$ cat src/core/scss_pkg.sv
// constants and types for the system clock source select
package scss_pkg;
    localparam logic [2:0] MODE_WATCH_XTAL = 3'h0;
    localparam logic [2:0] MODE_MEDIUM_XTAL = 3'h1;
    localparam logic [2:0] MODE_HIGH_XTAL = 3'h2;
    localparam logic [2:0] MODE_RES_CAP = 3'h3;
    localparam logic [2:0] MODE_INTERNAL = 3'h4;
    localparam logic [2:0] MODE_EXT_LOW = 3'h5;
    localparam logic [2:0] MODE_EXT_MEDIUM = 3'h6;
    localparam logic [2:0] MODE_EXT_HIGH = 3'h7;
    localparam logic [1:0] SEL_CONFIG = 2'h0;
    localparam logic [1:0] SEL_TIMER = 2'h1;
    localparam logic [1:0] INT_PICK_LOW = 2'h0;
    localparam logic [1:0] INT_PICK_MID = 2'h1;
    localparam logic [1:0] GAIN_OFF = 2'h0;
    localparam logic [1:0] GAIN_LOWEST = 2'h1;
    localparam logic [1:0] GAIN_MIDDLE = 2'h2;
    localparam logic [1:0] GAIN_HIGHEST = 2'h3;
    localparam int STARTUP_CYCLES = 1024;
    localparam logic [10:0] STARTUP_LAST = 11'(STARTUP_CYCLES - 1);
    localparam logic [15:0] MID_STEP_BASE = 16'h0148;
    localparam logic [15:0] LOW_STEP = 16'h0014;
    localparam int HF_LOOP_SHIFT = 5;
    localparam int PLL_SHIFT = 2;
    localparam logic [4:0] SRC_RESET = 5'h00;
    typedef enum logic [2:0] {
        SRC_EXT, SRC_TMR, SRC_HF, SRC_MID, SRC_LOW
    } scss_src_e;
    typedef enum logic [1:0] {
        SW_STARTUP, SW_RUN, SW_OLD_LOW, SW_NEW_RISE
    } scss_sw_e;
endpackage

$ cat src/core/scss_startup_if.sv
// start-up counter handshake between the selector and the counter
`timescale 1ns/1ps
interface scss_startup_if;
    logic start;
    logic osc_edge;
    logic busy;
    logic done;
    modport ctrl(output start, output osc_edge, input busy, input done);
    modport counter(input start, input osc_edge, output busy, output done);
endinterface

$ cat src/core/scss_clock_select.sv
// system clock source selection, start-up gating and pin functions
`timescale 1ns/1ps
module scss_clock_select
    import scss_pkg::*;
(
    input wire logic CLK,
    input wire logic RESETN,
    input wire logic [2:0] OSC_MODE_CONFIG_FIELD,
    input wire logic CONFIG_PLL_ENABLE,
    input wire logic CLOCK_OUTPUT_ENABLE_N,
    input wire logic POWER_UP_TIMER_CFG,
    input wire logic POWER_UP_TIMER_DONE,
    input wire logic [1:0] SYS_CLK_SELECT_FIELD,
    input wire logic SOFTWARE_PLL_ENABLE,
    input wire logic [5:0] OSCILLATOR_TUNING_REG,
    input wire logic [1:0] INTERNAL_FREQ_PICK,
    input wire logic WAKE_FROM_SLEEP,
    input wire logic OSCILLATOR_IN_PIN_I,
    input wire logic TIMER_CRYSTAL_IN_PIN_I,
    input wire logic GPIO_IN_PIN_O,
    input wire logic GPIO_IN_PIN_OE,
    input wire logic GPIO_OUT_PIN_O,
    input wire logic GPIO_OUT_PIN_OE,
    output logic SYS_CLK,
    output logic CPU_HOLD,
    output logic PLL_ENABLE,
    output logic INTERNAL_PLL_ACTIVE,
    output logic [1:0] AMP_GAIN,
    output logic OSCILLATOR_IN_PIN_O,
    output logic OSCILLATOR_IN_PIN_OE,
    output logic OSCILLATOR_OUT_PIN_O,
    output logic OSCILLATOR_OUT_PIN_OE,
    output logic [2:0] ACTIVE_SOURCE
);
    // ************************************************************
    // functions
    // ************************************************************
    function automatic logic [15:0] tune_ext(input logic [5:0] t);
        tune_ext = {{10{t[5]}}, t};
    endfunction

    function automatic logic is_crystal(input logic [2:0] m);
        is_crystal = (m == MODE_WATCH_XTAL) || (m == MODE_MEDIUM_XTAL) ||
                     (m == MODE_HIGH_XTAL);
    endfunction

    function automatic logic is_ext_logic(input logic [2:0] m);
        is_ext_logic = (m == MODE_EXT_LOW) || (m == MODE_EXT_MEDIUM) ||
                       (m == MODE_EXT_HIGH);
    endfunction

    // ************************************************************
    // declarations
    // ************************************************************
    logic crystal_mode;
    logic ext_logic_mode;
    logic internal_mode;
    logic internal_select;
    logic pll_on;
    logic pll_internal;
    logic [15:0] mid_step;
    logic [15:0] hf_step;
    logic hf_level;
    logic mid_level;
    logic low_level;
    logic [4:0] src_level;
    logic [4:0] src_prev_reg;
    scss_src_e config_src;
    scss_src_e internal_src;
    scss_src_e req_src;
    scss_src_e cur_src_reg;
    scss_src_e tgt_src_reg;
    scss_sw_e state_reg;
    logic por_pending_reg;
    logic por_release;
    logic startup_start;
    logic release_no_count;
    logic osc_in_prev_reg;
    logic cur_level;
    logic tgt_rise;
    logic sys_clk_reg;
    logic [1:0] gain_reg;
    logic pin1_o_reg;
    logic pin1_oe_reg;
    logic pin2_o_reg;
    logic pin2_oe_reg;
    scss_startup_if su();

    // ************************************************************
    // mode decode
    // ************************************************************
    assign crystal_mode = is_crystal(OSC_MODE_CONFIG_FIELD);
    assign ext_logic_mode = is_ext_logic(OSC_MODE_CONFIG_FIELD);
    assign internal_mode = (OSC_MODE_CONFIG_FIELD == MODE_INTERNAL);
    assign internal_select = SYS_CLK_SELECT_FIELD[1];

    // ************************************************************
    // frequency multiplier enable
    // ************************************************************
    // configuration enable overrides software
    assign pll_on = CONFIG_PLL_ENABLE | SOFTWARE_PLL_ENABLE;
    // with the configuration bit set, pll_on is one regardless
    assign PLL_ENABLE = pll_on;
    // multiplier reaches the internal block only through the config path
    assign pll_internal = pll_on && internal_mode &&
                          (SYS_CLK_SELECT_FIELD == SEL_CONFIG);
    assign INTERNAL_PLL_ACTIVE = pll_internal;

    // ************************************************************
    // internal oscillator block
    // ************************************************************
    // tuning shifts the mid source, the high source tracks it
    assign mid_step = MID_STEP_BASE + tune_ext(OSCILLATOR_TUNING_REG);

    always_comb begin
        hf_step = mid_step << HF_LOOP_SHIFT;
        if (pll_internal) begin
            hf_step = mid_step << (HF_LOOP_SHIFT + PLL_SHIFT);
        end
    end

    scss_nco u_hf (
        .clk(CLK),
        .resetn(RESETN),
        .step(hf_step),
        .level(hf_level)
    );

    scss_nco u_mid (
        .clk(CLK),
        .resetn(RESETN),
        .step(mid_step),
        .level(mid_level)
    );

    // low source ignores tuning and has no calibration
    scss_nco u_low (
        .clk(CLK),
        .resetn(RESETN),
        .step(LOW_STEP),
        .level(low_level)
    );

    // ************************************************************
    // source request
    // ************************************************************
    always_comb begin
        if (INTERNAL_FREQ_PICK == INT_PICK_LOW) begin
            internal_src = SRC_LOW;
        end else if (INTERNAL_FREQ_PICK == INT_PICK_MID) begin
            internal_src = SRC_MID;
        end else begin
            internal_src = SRC_HF;
        end
    end

    always_comb begin
        if (internal_mode) begin
            config_src = internal_src;
        end else begin
            config_src = SRC_EXT;
        end
    end

    always_comb begin
        if (internal_select) begin
            req_src = internal_src;
        end else if (SYS_CLK_SELECT_FIELD == SEL_TIMER) begin
            req_src = SRC_TMR;
        end else begin
            req_src = config_src;
        end
    end

    // source levels; the external one passes straight through, so a
    // stopped input simply freezes the system clock with state intact
    assign src_level = {low_level, mid_level, hf_level,
                        TIMER_CRYSTAL_IN_PIN_I, OSCILLATOR_IN_PIN_I};

    always_ff @(posedge CLK) begin
        if (!RESETN) begin
            src_prev_reg <= SRC_RESET;
        end else begin
            src_prev_reg <= src_level;
        end
    end

    assign cur_level = src_level[cur_src_reg];
    assign tgt_rise = src_level[tgt_src_reg] && !src_prev_reg[tgt_src_reg];

    // ************************************************************
    // start-up control
    // ************************************************************
    always_ff @(posedge CLK) begin
        if (!RESETN) begin
            osc_in_prev_reg <= 1'b0;
        end else begin
            osc_in_prev_reg <= OSCILLATOR_IN_PIN_I;
        end
    end

    // power-on release waits for the power-up timer when configured
    assign por_release = por_pending_reg &&
                         (!POWER_UP_TIMER_CFG || POWER_UP_TIMER_DONE);

    always_ff @(posedge CLK) begin
        if (!RESETN) begin
            por_pending_reg <= 1'b1;
        end else if (por_release) begin
            por_pending_reg <= 1'b0;
        end
    end

    assign startup_start = crystal_mode &&
                           (por_release || WAKE_FROM_SLEEP);
    // external logic clock and the rest go without counting
    assign release_no_count = !crystal_mode && por_release;

    assign su.start = startup_start;
    assign su.osc_edge = OSCILLATOR_IN_PIN_I && !osc_in_prev_reg;

    scss_startup_counter u_startup (
        .clk(CLK),
        .resetn(RESETN),
        .su(su)
    );

    assign CPU_HOLD = su.busy || (state_reg == SW_STARTUP);

    // ************************************************************
    // glitch-free switch
    // ************************************************************
    always_ff @(posedge CLK) begin
        if (!RESETN) begin
            state_reg <= SW_STARTUP;
        end else if (startup_start) begin
            state_reg <= SW_STARTUP;
        end else begin
            case (state_reg)
                SW_STARTUP: begin
                    if (su.done || release_no_count) begin
                        state_reg <= SW_NEW_RISE;
                    end
                end
                SW_RUN: begin
                    if (req_src != cur_src_reg) begin
                        state_reg <= SW_OLD_LOW;
                    end
                end
                SW_OLD_LOW: begin
                    if (!cur_level) begin
                        state_reg <= SW_NEW_RISE;
                    end
                end
                SW_NEW_RISE: begin
                    if (tgt_rise) begin
                        state_reg <= SW_RUN;
                    end
                end
                default: begin
                    state_reg <= SW_STARTUP;
                end
            endcase
        end
    end

    // target is latched when the old clock is seen low
    always_ff @(posedge CLK) begin
        if (!RESETN) begin
            tgt_src_reg <= SRC_EXT;
        end else if (state_reg == SW_STARTUP) begin
            tgt_src_reg <= req_src;
        end else if (state_reg == SW_OLD_LOW && !cur_level) begin
            tgt_src_reg <= req_src;
        end
    end

    always_ff @(posedge CLK) begin
        if (!RESETN) begin
            cur_src_reg <= SRC_EXT;
        end else if (state_reg == SW_NEW_RISE && tgt_rise) begin
            cur_src_reg <= tgt_src_reg;
        end
    end

    // output follows the current source in run and while waiting for its low phase,
    // shows the target's first rise while waiting for it; held low in start-up
    always_ff @(posedge CLK) begin
        if (!RESETN) begin
            sys_clk_reg <= 1'b0;
        end else if (startup_start) begin
            sys_clk_reg <= 1'b0;
        end else begin
            case (state_reg)
                SW_RUN: begin
                    sys_clk_reg <= cur_level;
                end
                SW_OLD_LOW: begin
                    sys_clk_reg <= cur_level;
                end
                SW_NEW_RISE: begin
                    sys_clk_reg <= tgt_rise;
                end
                default: begin
                    sys_clk_reg <= 1'b0;
                end
            endcase
        end
    end

    assign SYS_CLK = sys_clk_reg;
    assign ACTIVE_SOURCE = cur_src_reg;

    // ************************************************************
    // amplifier gain
    // ************************************************************
    always_ff @(posedge CLK) begin
        if (!RESETN) begin
            gain_reg <= GAIN_OFF;
        end else begin
            case (OSC_MODE_CONFIG_FIELD)
                MODE_WATCH_XTAL: begin
                    gain_reg <= GAIN_LOWEST;
                end
                MODE_MEDIUM_XTAL: begin
                    gain_reg <= GAIN_MIDDLE;
                end
                MODE_HIGH_XTAL: begin
                    gain_reg <= GAIN_HIGHEST;
                end
                default: begin
                    gain_reg <= GAIN_OFF;
                end
            endcase
        end
    end

    assign AMP_GAIN = gain_reg;

    // ************************************************************
    // oscillator pins
    // ************************************************************
    // first pin is a clock input except in internal oscillator mode
    always_ff @(posedge CLK) begin
        if (!RESETN) begin
            pin1_o_reg <= 1'b0;
            pin1_oe_reg <= 1'b0;
        end else if (internal_mode) begin
            pin1_o_reg <= GPIO_IN_PIN_O;
            pin1_oe_reg <= GPIO_IN_PIN_OE;
        end else begin
            pin1_o_reg <= 1'b0;
            pin1_oe_reg <= 1'b0;
        end
    end

    // second pin belongs to the crystal amplifier in crystal modes
    always_ff @(posedge CLK) begin
        if (!RESETN) begin
            pin2_o_reg <= 1'b0;
            pin2_oe_reg <= 1'b0;
        end else if (crystal_mode) begin
            pin2_o_reg <= 1'b0;
            pin2_oe_reg <= 1'b0;
        end else if (!CLOCK_OUTPUT_ENABLE_N) begin
            pin2_o_reg <= sys_clk_reg;
            pin2_oe_reg <= 1'b1;
        end else begin
            pin2_o_reg <= GPIO_OUT_PIN_O;
            pin2_oe_reg <= GPIO_OUT_PIN_OE;
        end
    end

    assign OSCILLATOR_IN_PIN_O = pin1_o_reg;
    assign OSCILLATOR_IN_PIN_OE = pin1_oe_reg;
    assign OSCILLATOR_OUT_PIN_O = pin2_o_reg;
    assign OSCILLATOR_OUT_PIN_OE = pin2_oe_reg;
endmodule

$ cat src/core/scss_nco.sv
// phase accumulator that models one internal oscillator as a level
`timescale 1ns/1ps
module scss_nco
    import scss_pkg::*;
(
    input wire logic clk,
    input wire logic resetn,
    input wire logic [15:0] step,
    output logic level
);
    logic [15:0] phase_reg;

    always_ff @(posedge clk) begin
        if (!resetn) begin
            phase_reg <= 16'h0000;
        end else begin
            phase_reg <= phase_reg + step;
        end
    end

    always_ff @(posedge clk) begin
        if (!resetn) begin
            level <= 1'b0;
        end else begin
            level <= phase_reg[15];
        end
    end
endmodule

$ cat src/core/scss_startup_counter.sv
// counts oscillator input edges after a start request
`timescale 1ns/1ps
module scss_startup_counter
    import scss_pkg::*;
(
    input wire logic clk,
    input wire logic resetn,
    scss_startup_if.counter su
);
    logic [10:0] count_reg;
    logic busy_reg;

    always_ff @(posedge clk) begin
        if (!resetn) begin
            busy_reg <= 1'b0;
        end else if (su.start) begin
            busy_reg <= 1'b1;
        end else if (busy_reg && su.osc_edge && count_reg == STARTUP_LAST) begin
            busy_reg <= 1'b0;
        end
    end

    always_ff @(posedge clk) begin
        if (!resetn) begin
            count_reg <= 11'h000;
        end else if (su.start) begin
            count_reg <= 11'h000;
        end else if (busy_reg && su.osc_edge) begin
            count_reg <= count_reg + 11'h001;
        end
    end

    assign su.busy = busy_reg;
    assign su.done = busy_reg && su.osc_edge && count_reg == STARTUP_LAST;
endmodule

$ cat config.mk
export PLATFORM = sky130hd
export DESIGN_NAME = scss_clock_select
export DESIGN_NICKNAME = d
export VERILOG_FILES = /design/src/core/scss_pkg.sv /design/src/core/scss_startup_if.sv /design/src/core/scss_clock_select.sv /design/src/core/scss_nco.sv /design/src/core/scss_startup_counter.sv
export SDC_FILE = /design/constraint.sdc
export NUM_CORES = 1
export LEC_CHECK = 0
export BUFFER_PORTS_ARGS = -buffer_cell sky130_fd_sc_hd__clkbuf_2
export CAP_MARGIN = 20
export CORE_MARGIN = 1
export CORE_UTILIZATION = 60
export DETAILED_ROUTE_END_ITERATION = 10
export PLACE_DENSITY = 0.84
export SLEW_MARGIN = 5
export SYNTH_ARGS = -nofsm -noshare
export SYNTH_HDL_FRONTEND = slang
export SYNTH_SLANG_ARGS = --single-unit
$ cat constraint.sdc
create_clock -name CLK -period 5.9 [get_ports CLK]
set_input_delay 1.475 -clock CLK [delete_from_list [all_inputs] [get_ports CLK]]
set_output_delay 1.475 -clock CLK [all_outputs]
set_load 0.1 [all_outputs]
=== Word level (Yosys, flattened, before mapping) ===
Index checks and enable logic that the tools add are counted.

* Register bits: 85
* Input bits: 27
* Output and inout port bits: 13
* Word-level logic and storage cells: 101

* Add/sub/neg operators: 5
* $lt $le $gt $ge: 2
* Eq/ne operators: 14
* Multiplexer cells: 25
* Bitwise logic cells: 2
* Reductions and logical operators: 33

{| class="wikitable"
|+ Operators with widths
! operator !! number
|-
| 16-bit adder || 2
|-
| 3-bit two-way mux || 6
|-
| 16-bit by 5-bit adder with 16-bit output, second input constant || 1
|-
| 16-bit two-way mux || 1
|-
| 10-bit by 6-bit adder with 11-bit output, first input constant || 1
|-
| 11-bit by 1-bit adder with 11-bit output, second input constant || 1
|-
| 11-bit by 10-bit == test with 1-bit output, second input constant || 1
|-
| 1-bit logical AND || 11
|-
| 1-bit binary-select mux with 3-bit select || 3
|-
| 3-bit by 4-bit < comparator with 1-bit output, second input constant || 2
|-
| 1-bit two-way mux || 8
|-
| 2-bit two-way mux || 4
|-
| 2-bit one-hot mux with 4 select lines || 1
|-
| 2-bit by 1-bit == test with 1-bit output, second input constant || 3
|-
| 2-bit logical NOT || 3
|-
| 1-bit logical OR || 6
|-
| 2-bit != test, second input constant || 3
|-
| 2-bit one-hot mux with 3 select lines || 1
|-
| 2-bit OR reduction || 3
|-
| 1-bit logical NOT || 5
|-
| 2-bit == test, second input constant || 2
|-
| 4-bit AND reduction || 1
|-
| 2-bit nonzero test || 2
|-
| 3-bit by 1-bit == test with 1-bit output, second input constant || 1
|-
| 9 further kinds || 9
|}

=== Depth between registers and ports, before layout ===
* Word-level depth: 9
* Mapped depth: 13

=== By module ===
A second synthesis with hierarchy kept.

* Cells, all modules: 617
* Area, all modules: 5398.9 um^2

{| class="wikitable"
|+ Modules (own cells, without submodules)
! module !! times used !! cells each !! area an instance (um^2)
|-
| scss_nco || 3 || 133 || 1173.6
|-
| scss_clock_select || 1 || 152 || 1308.8
|-
| scss_startup_counter || 1 || 66 || 569.3
|}

=== Worst setup path before layout ===
OpenSTA, ideal clock, no wires.

* Path kind: input to register
* From: in OSC_MODE_CONFIG_FIELD[0]
* To: reg u_hf.phase_reg[15]
* Library setup time: 72 ps
* Arrival time: 3951 ps
* Required time: 5828 ps
* Setup slack: 1877 ps
* Stages: 12
* Cell sequence: nor3b_2 -> nand2_1 -> inv_1 -> nand2_1 -> nand2_1 -> ha_1 -> nor2b_1 -> o31a_1 -> o21ai_1 -> a211oi_1 -> o21ai_1 -> mux2i_1

* Longest elaborated chain between the ends: 5

{| class="wikitable"
|+ Ends and longest elaborated chain
! what !! RTL line !! source
|-
| from (decl) || scss_clock_select.sv:8 || <nowiki>input wire logic [2:0] OSC_MODE_CONFIG_FIELD,</nowiki>
|-
| 3-bit == test || scss_clock_select.sv:94 || <nowiki>assign internal_mode = (OSC_MODE_CONFIG_FIELD == MODE_INTERNAL);</nowiki>
|-
| 1-bit logical AND (2 in series) || scss_clock_select.sv:105 || <nowiki>assign pll_internal = pll_on && internal_mode &&</nowiki>
|-
| named net INTERNAL_PLL_ACTIVE || scss_clock_select.sv:27 || <nowiki>output logic INTERNAL_PLL_ACTIVE,</nowiki>
|-
| 16-bit two-way mux || scss_clock_select.sv:117 || <nowiki>if (pll_internal) begin</nowiki>
|-
| 16-bit adder || scss_nco.sv:17 || <nowiki>phase_reg <= phase_reg + step;</nowiki>
|-
| to (signal assigned) || scss_nco.sv:17 ||
|-
| to (decl) || scss_nco.sv:11 || <nowiki>logic [15:0] phase_reg;</nowiki>
|}

The timed path passes the listed nets, and every way through them passes these cells.
A chain may end at the register's enable or synchronous reset.

=== Worst setup path after layout ===
* From: in OSC_MODE_CONFIG_FIELD[0]
* To: out INTERNAL_PLL_ACTIVE

* Longest elaborated chain between the ends: 3

{| class="wikitable"
|+ Ends and longest elaborated chain
! what !! RTL line
|-
| 3-bit == test || scss_clock_select.sv:94
|-
| 1-bit logical AND (2 in series) || scss_clock_select.sv:105
|-
| to (decl) || scss_clock_select.sv:27
|}

Every way passes these cells.

==> flow_summary.json <==
{
  "wl_per_cell_um": 13.1,
  "grt_pass1_vias": 2794,
  "synth_top_area_frac": 0.406,
  "ys_warn_count": 0,
  "netlist_top_cells_area": "dfxtp_1 (41%), ha_1 (8.2%), nor2_1 (5.9%), xnor2_1 (4.2%), xor2_1 (4.2%)",
  "hold_class": "flip-flop to flip-flop",
  "synth_cells": 435,
  "worstReg2RegStart": "u_mid.phase_reg[0]$_SDFF_PN0_",
  "dieArea_um2": 6650,
  "htree_levels": 3,
  "p_total_w": 0.00140,
  "grt_overflow": 0,
  "place_area_um2": 4050,
  "hpwl_mm": 5.34,
  "cp_max_fo": 13,
  "yosysTopAreaCell": "dfxtp_1",
  "antenna_found_initial": 0,
  "rrSetupSlack_ns": 3.69,
  "setup_viol": 0,
  "layout-drive-gt1-share": 0.133,
  "rows": 28,
  "final_util": 0.706,
  "place_congestion": 0.847,
  "r2r_cells": 9,
  "clock_latency_ns": 0.34,
  "tightest_slew_ns": 0.546,
  "cts.clk_slew.worst_paths_ns": 0.08,
  "cts.sinks": 77,
  "die_w_um": 81.5,
  "setup_tns_ns": 0,
  "cap_violations": 0,
  "ys_ff_latch": 77,
  "hold_violations": 0,
  "track_usage": 0.231,
  "post-route-drc-count": 0,
  "fin_crit_sh": 0.762,
  "syn2layout_area_growth_pct": 12.0,
  "skew_ns": 0.00432,
  "syn_area_per_cell_um2": 8.73,
  "hold_end": "por_pending_reg$_SDFFE_PN1P_",
  "cp-end-kind": "output port",
  "synthesis.nets": 489,
  "drt_iter0_drc": 124,
  "io_buffers": 39,
  "synth_cell_types": 52,
  "hold_path.startpoint": "por_pending_reg$_SDFFE_PN1P_",
  "synthesis.area_um2": 3800,
  "cp.required_ns": 4.43,
  "diodes": 0,
  "peakVddDrop_mv": 0.196,
  "fmax_ghz": 0.222,
  "largest_reg_flops": 16,
  "nets": 531,
  "n_fill_cell": 490,
  "tritoncts": "done",
  "antenna_left": 0,
  "vias": 3072,
  "core_area_um2": 6030,
  "hold_depth": 2,
  "p_leak_nw": 1.82,
  "r2r_end": "u_mid.phase_reg[14]$_SDFF_PN0_",
  "place_inst": 541,
  "crit_arrival_ns": 3.02,
  "grt_first_pass_wirelength_mm": 11.8,
  "cts.hold.buffers_added": 0,
  "cts_resized": 0,
  "period_minus_slack_ns": 4.50,
  "fin_cells": 557,
  "critPathLaunchType": "input pin",
  "wirelength_mm": 7.29,
  "rsz0062_at_grt": "no",
  "p_per_area_nw_per_um2": 330,
  "first_pass_iters": 5,
  "cts_setup_buffers": 0,
  "die_h_um": 81.5,
  "routed_via_density": 5.52,
  "status": "completed",
  "max_slew_margin": 0.638,
  "ios": 40,
  "worstSetupPathType": "input pin to output port",
  "yosysSeqAreaShare": 0.406,
  "async_flop_share": 0,
  "grt_max_degree": 25,
  "numCtsBuffers": 9,
  "postLayoutCellArea_um2": 4250,
  "cts_root_buf": "clkbuf_8",
  "finalMaxSlewViolations": 0,
  "synth_flop_cell": "dfxtp_1",
  "cts_buffer_depth": 2,
  "synth-edff-count": 0,
  "initial_utilization": 0.630
}
cells in the mapped netlist (all sizes together) (9+ instances only):
library cell,number
nand2,29
and2,18
nor2,60
nor3,15
a211oi,10
o21ai,14
nor2b,9
inv,27
dfxtp,77
ha,25
xor2,18
xnor2,18
a21oi,27
layout by cell type, fill, tap and decap left out, drive strengths merged, types with 6 or more instances in the layout:
master / n
a211oi: 10
a21oi: 27
and2: 18
and3: 6
clkbuf: 49
dfxtp: 77
ha: 25
inv: 27
nand2: 29
nand2b: 8
nand3: 6
nand4: 8
nor2: 60
nor2b: 9
nor3: 15
o21ai: 14
xnor2: 18
xor2: 18
how the worst max path moves through the flow:
stage	depth (start not counted)	startpoint	slack, ns	endpoint
final	5	OSC_MODE_CONFIG_FIELD[0]	1.40	INTERNAL_PLL_ACTIVE
after global routing	5	OSC_MODE_CONFIG_FIELD[0]	1.31	INTERNAL_PLL_ACTIVE
after CTS	5	OSC_MODE_CONFIG_FIELD[0]	1.42	INTERNAL_PLL_ACTIVE
after detailed placement	5	OSC_MODE_CONFIG_FIELD[0]	1.44	INTERNAL_PLL_ACTIVE
after global placement	5	OSC_MODE_CONFIG_FIELD[0]	1.49	INTERNAL_PLL_ACTIVE
after floorplan	12	OSC_MODE_CONFIG_FIELD[0]	1.88	u_hf.phase_reg[15]$_SDFF_PN0_
final cells by class:
type | count | area (um2) | area share
clock buffers | 10 | 138 | 0.0324
well taps | 75 | 93.8 | 0.0221
inverters | 27 | 101 | 0.0238
repair buffers | 40 | 203 | 0.0477
clock inverters | 6 | 62.6 | 0.0147
flip-flops and latches | 77 | 1540 | 0.363
multi-input cells | 322 | 2110 | 0.497
cells by family after synthesis:
| family | count (synthesis) | synth area share |
|---|---|---|
| DFF | 77 | 0.406 |
| and+or+nand+nor | 178 | 0.237 |
| buffers and inverters | 36 | 0.0376 |
| AOI/OAI and AO/OA | 76 | 0.127 |
| xor gates and xnor gates | 36 | 0.0831 |
| adders and majority gates | 27 | 0.0929 |
| muxes | 5 | 0.0165 |
worst max-delay path, cell delays in order:
cell	delay, ns
clkbuf_2	0.12
nor3b_2	0.34
nand2_1	0.37
inv_1	0.23
clkbuf_2	0.48
metal layers:
layer / up-vias / track usage / wire length [um]
li1: 1571 / - / -
met1: 1428 / 0.261 / 3280
met2: 64 / 0.424 / 3680
met3: 9 / 0.0600 / 270
met4: 0 / 0.0625 / 67
met5: - / 0 / 0
through the flow:
stage,hold slack [ns],setup slack (ns)
after detailed placement,0.461,1.44
after global routing,0.500,1.31
after floorplan,0.417,1.88
final,0.476,1.40
after global placement,0.431,1.49
after CTS,0.483,1.42
power by group:
part | internal, W | switching, W | total (W)
Combinational | 0.000158 | 0.000230 | 0.000388
Clock | 0.000206 | 0.000192 | 0.000399
Sequential | 0.000580 | 0.0000378 | 0.000617
Total | 0.000944 | 0.000461 | 0.00140
No activity file was read; power rests on OpenSTA's default activity.
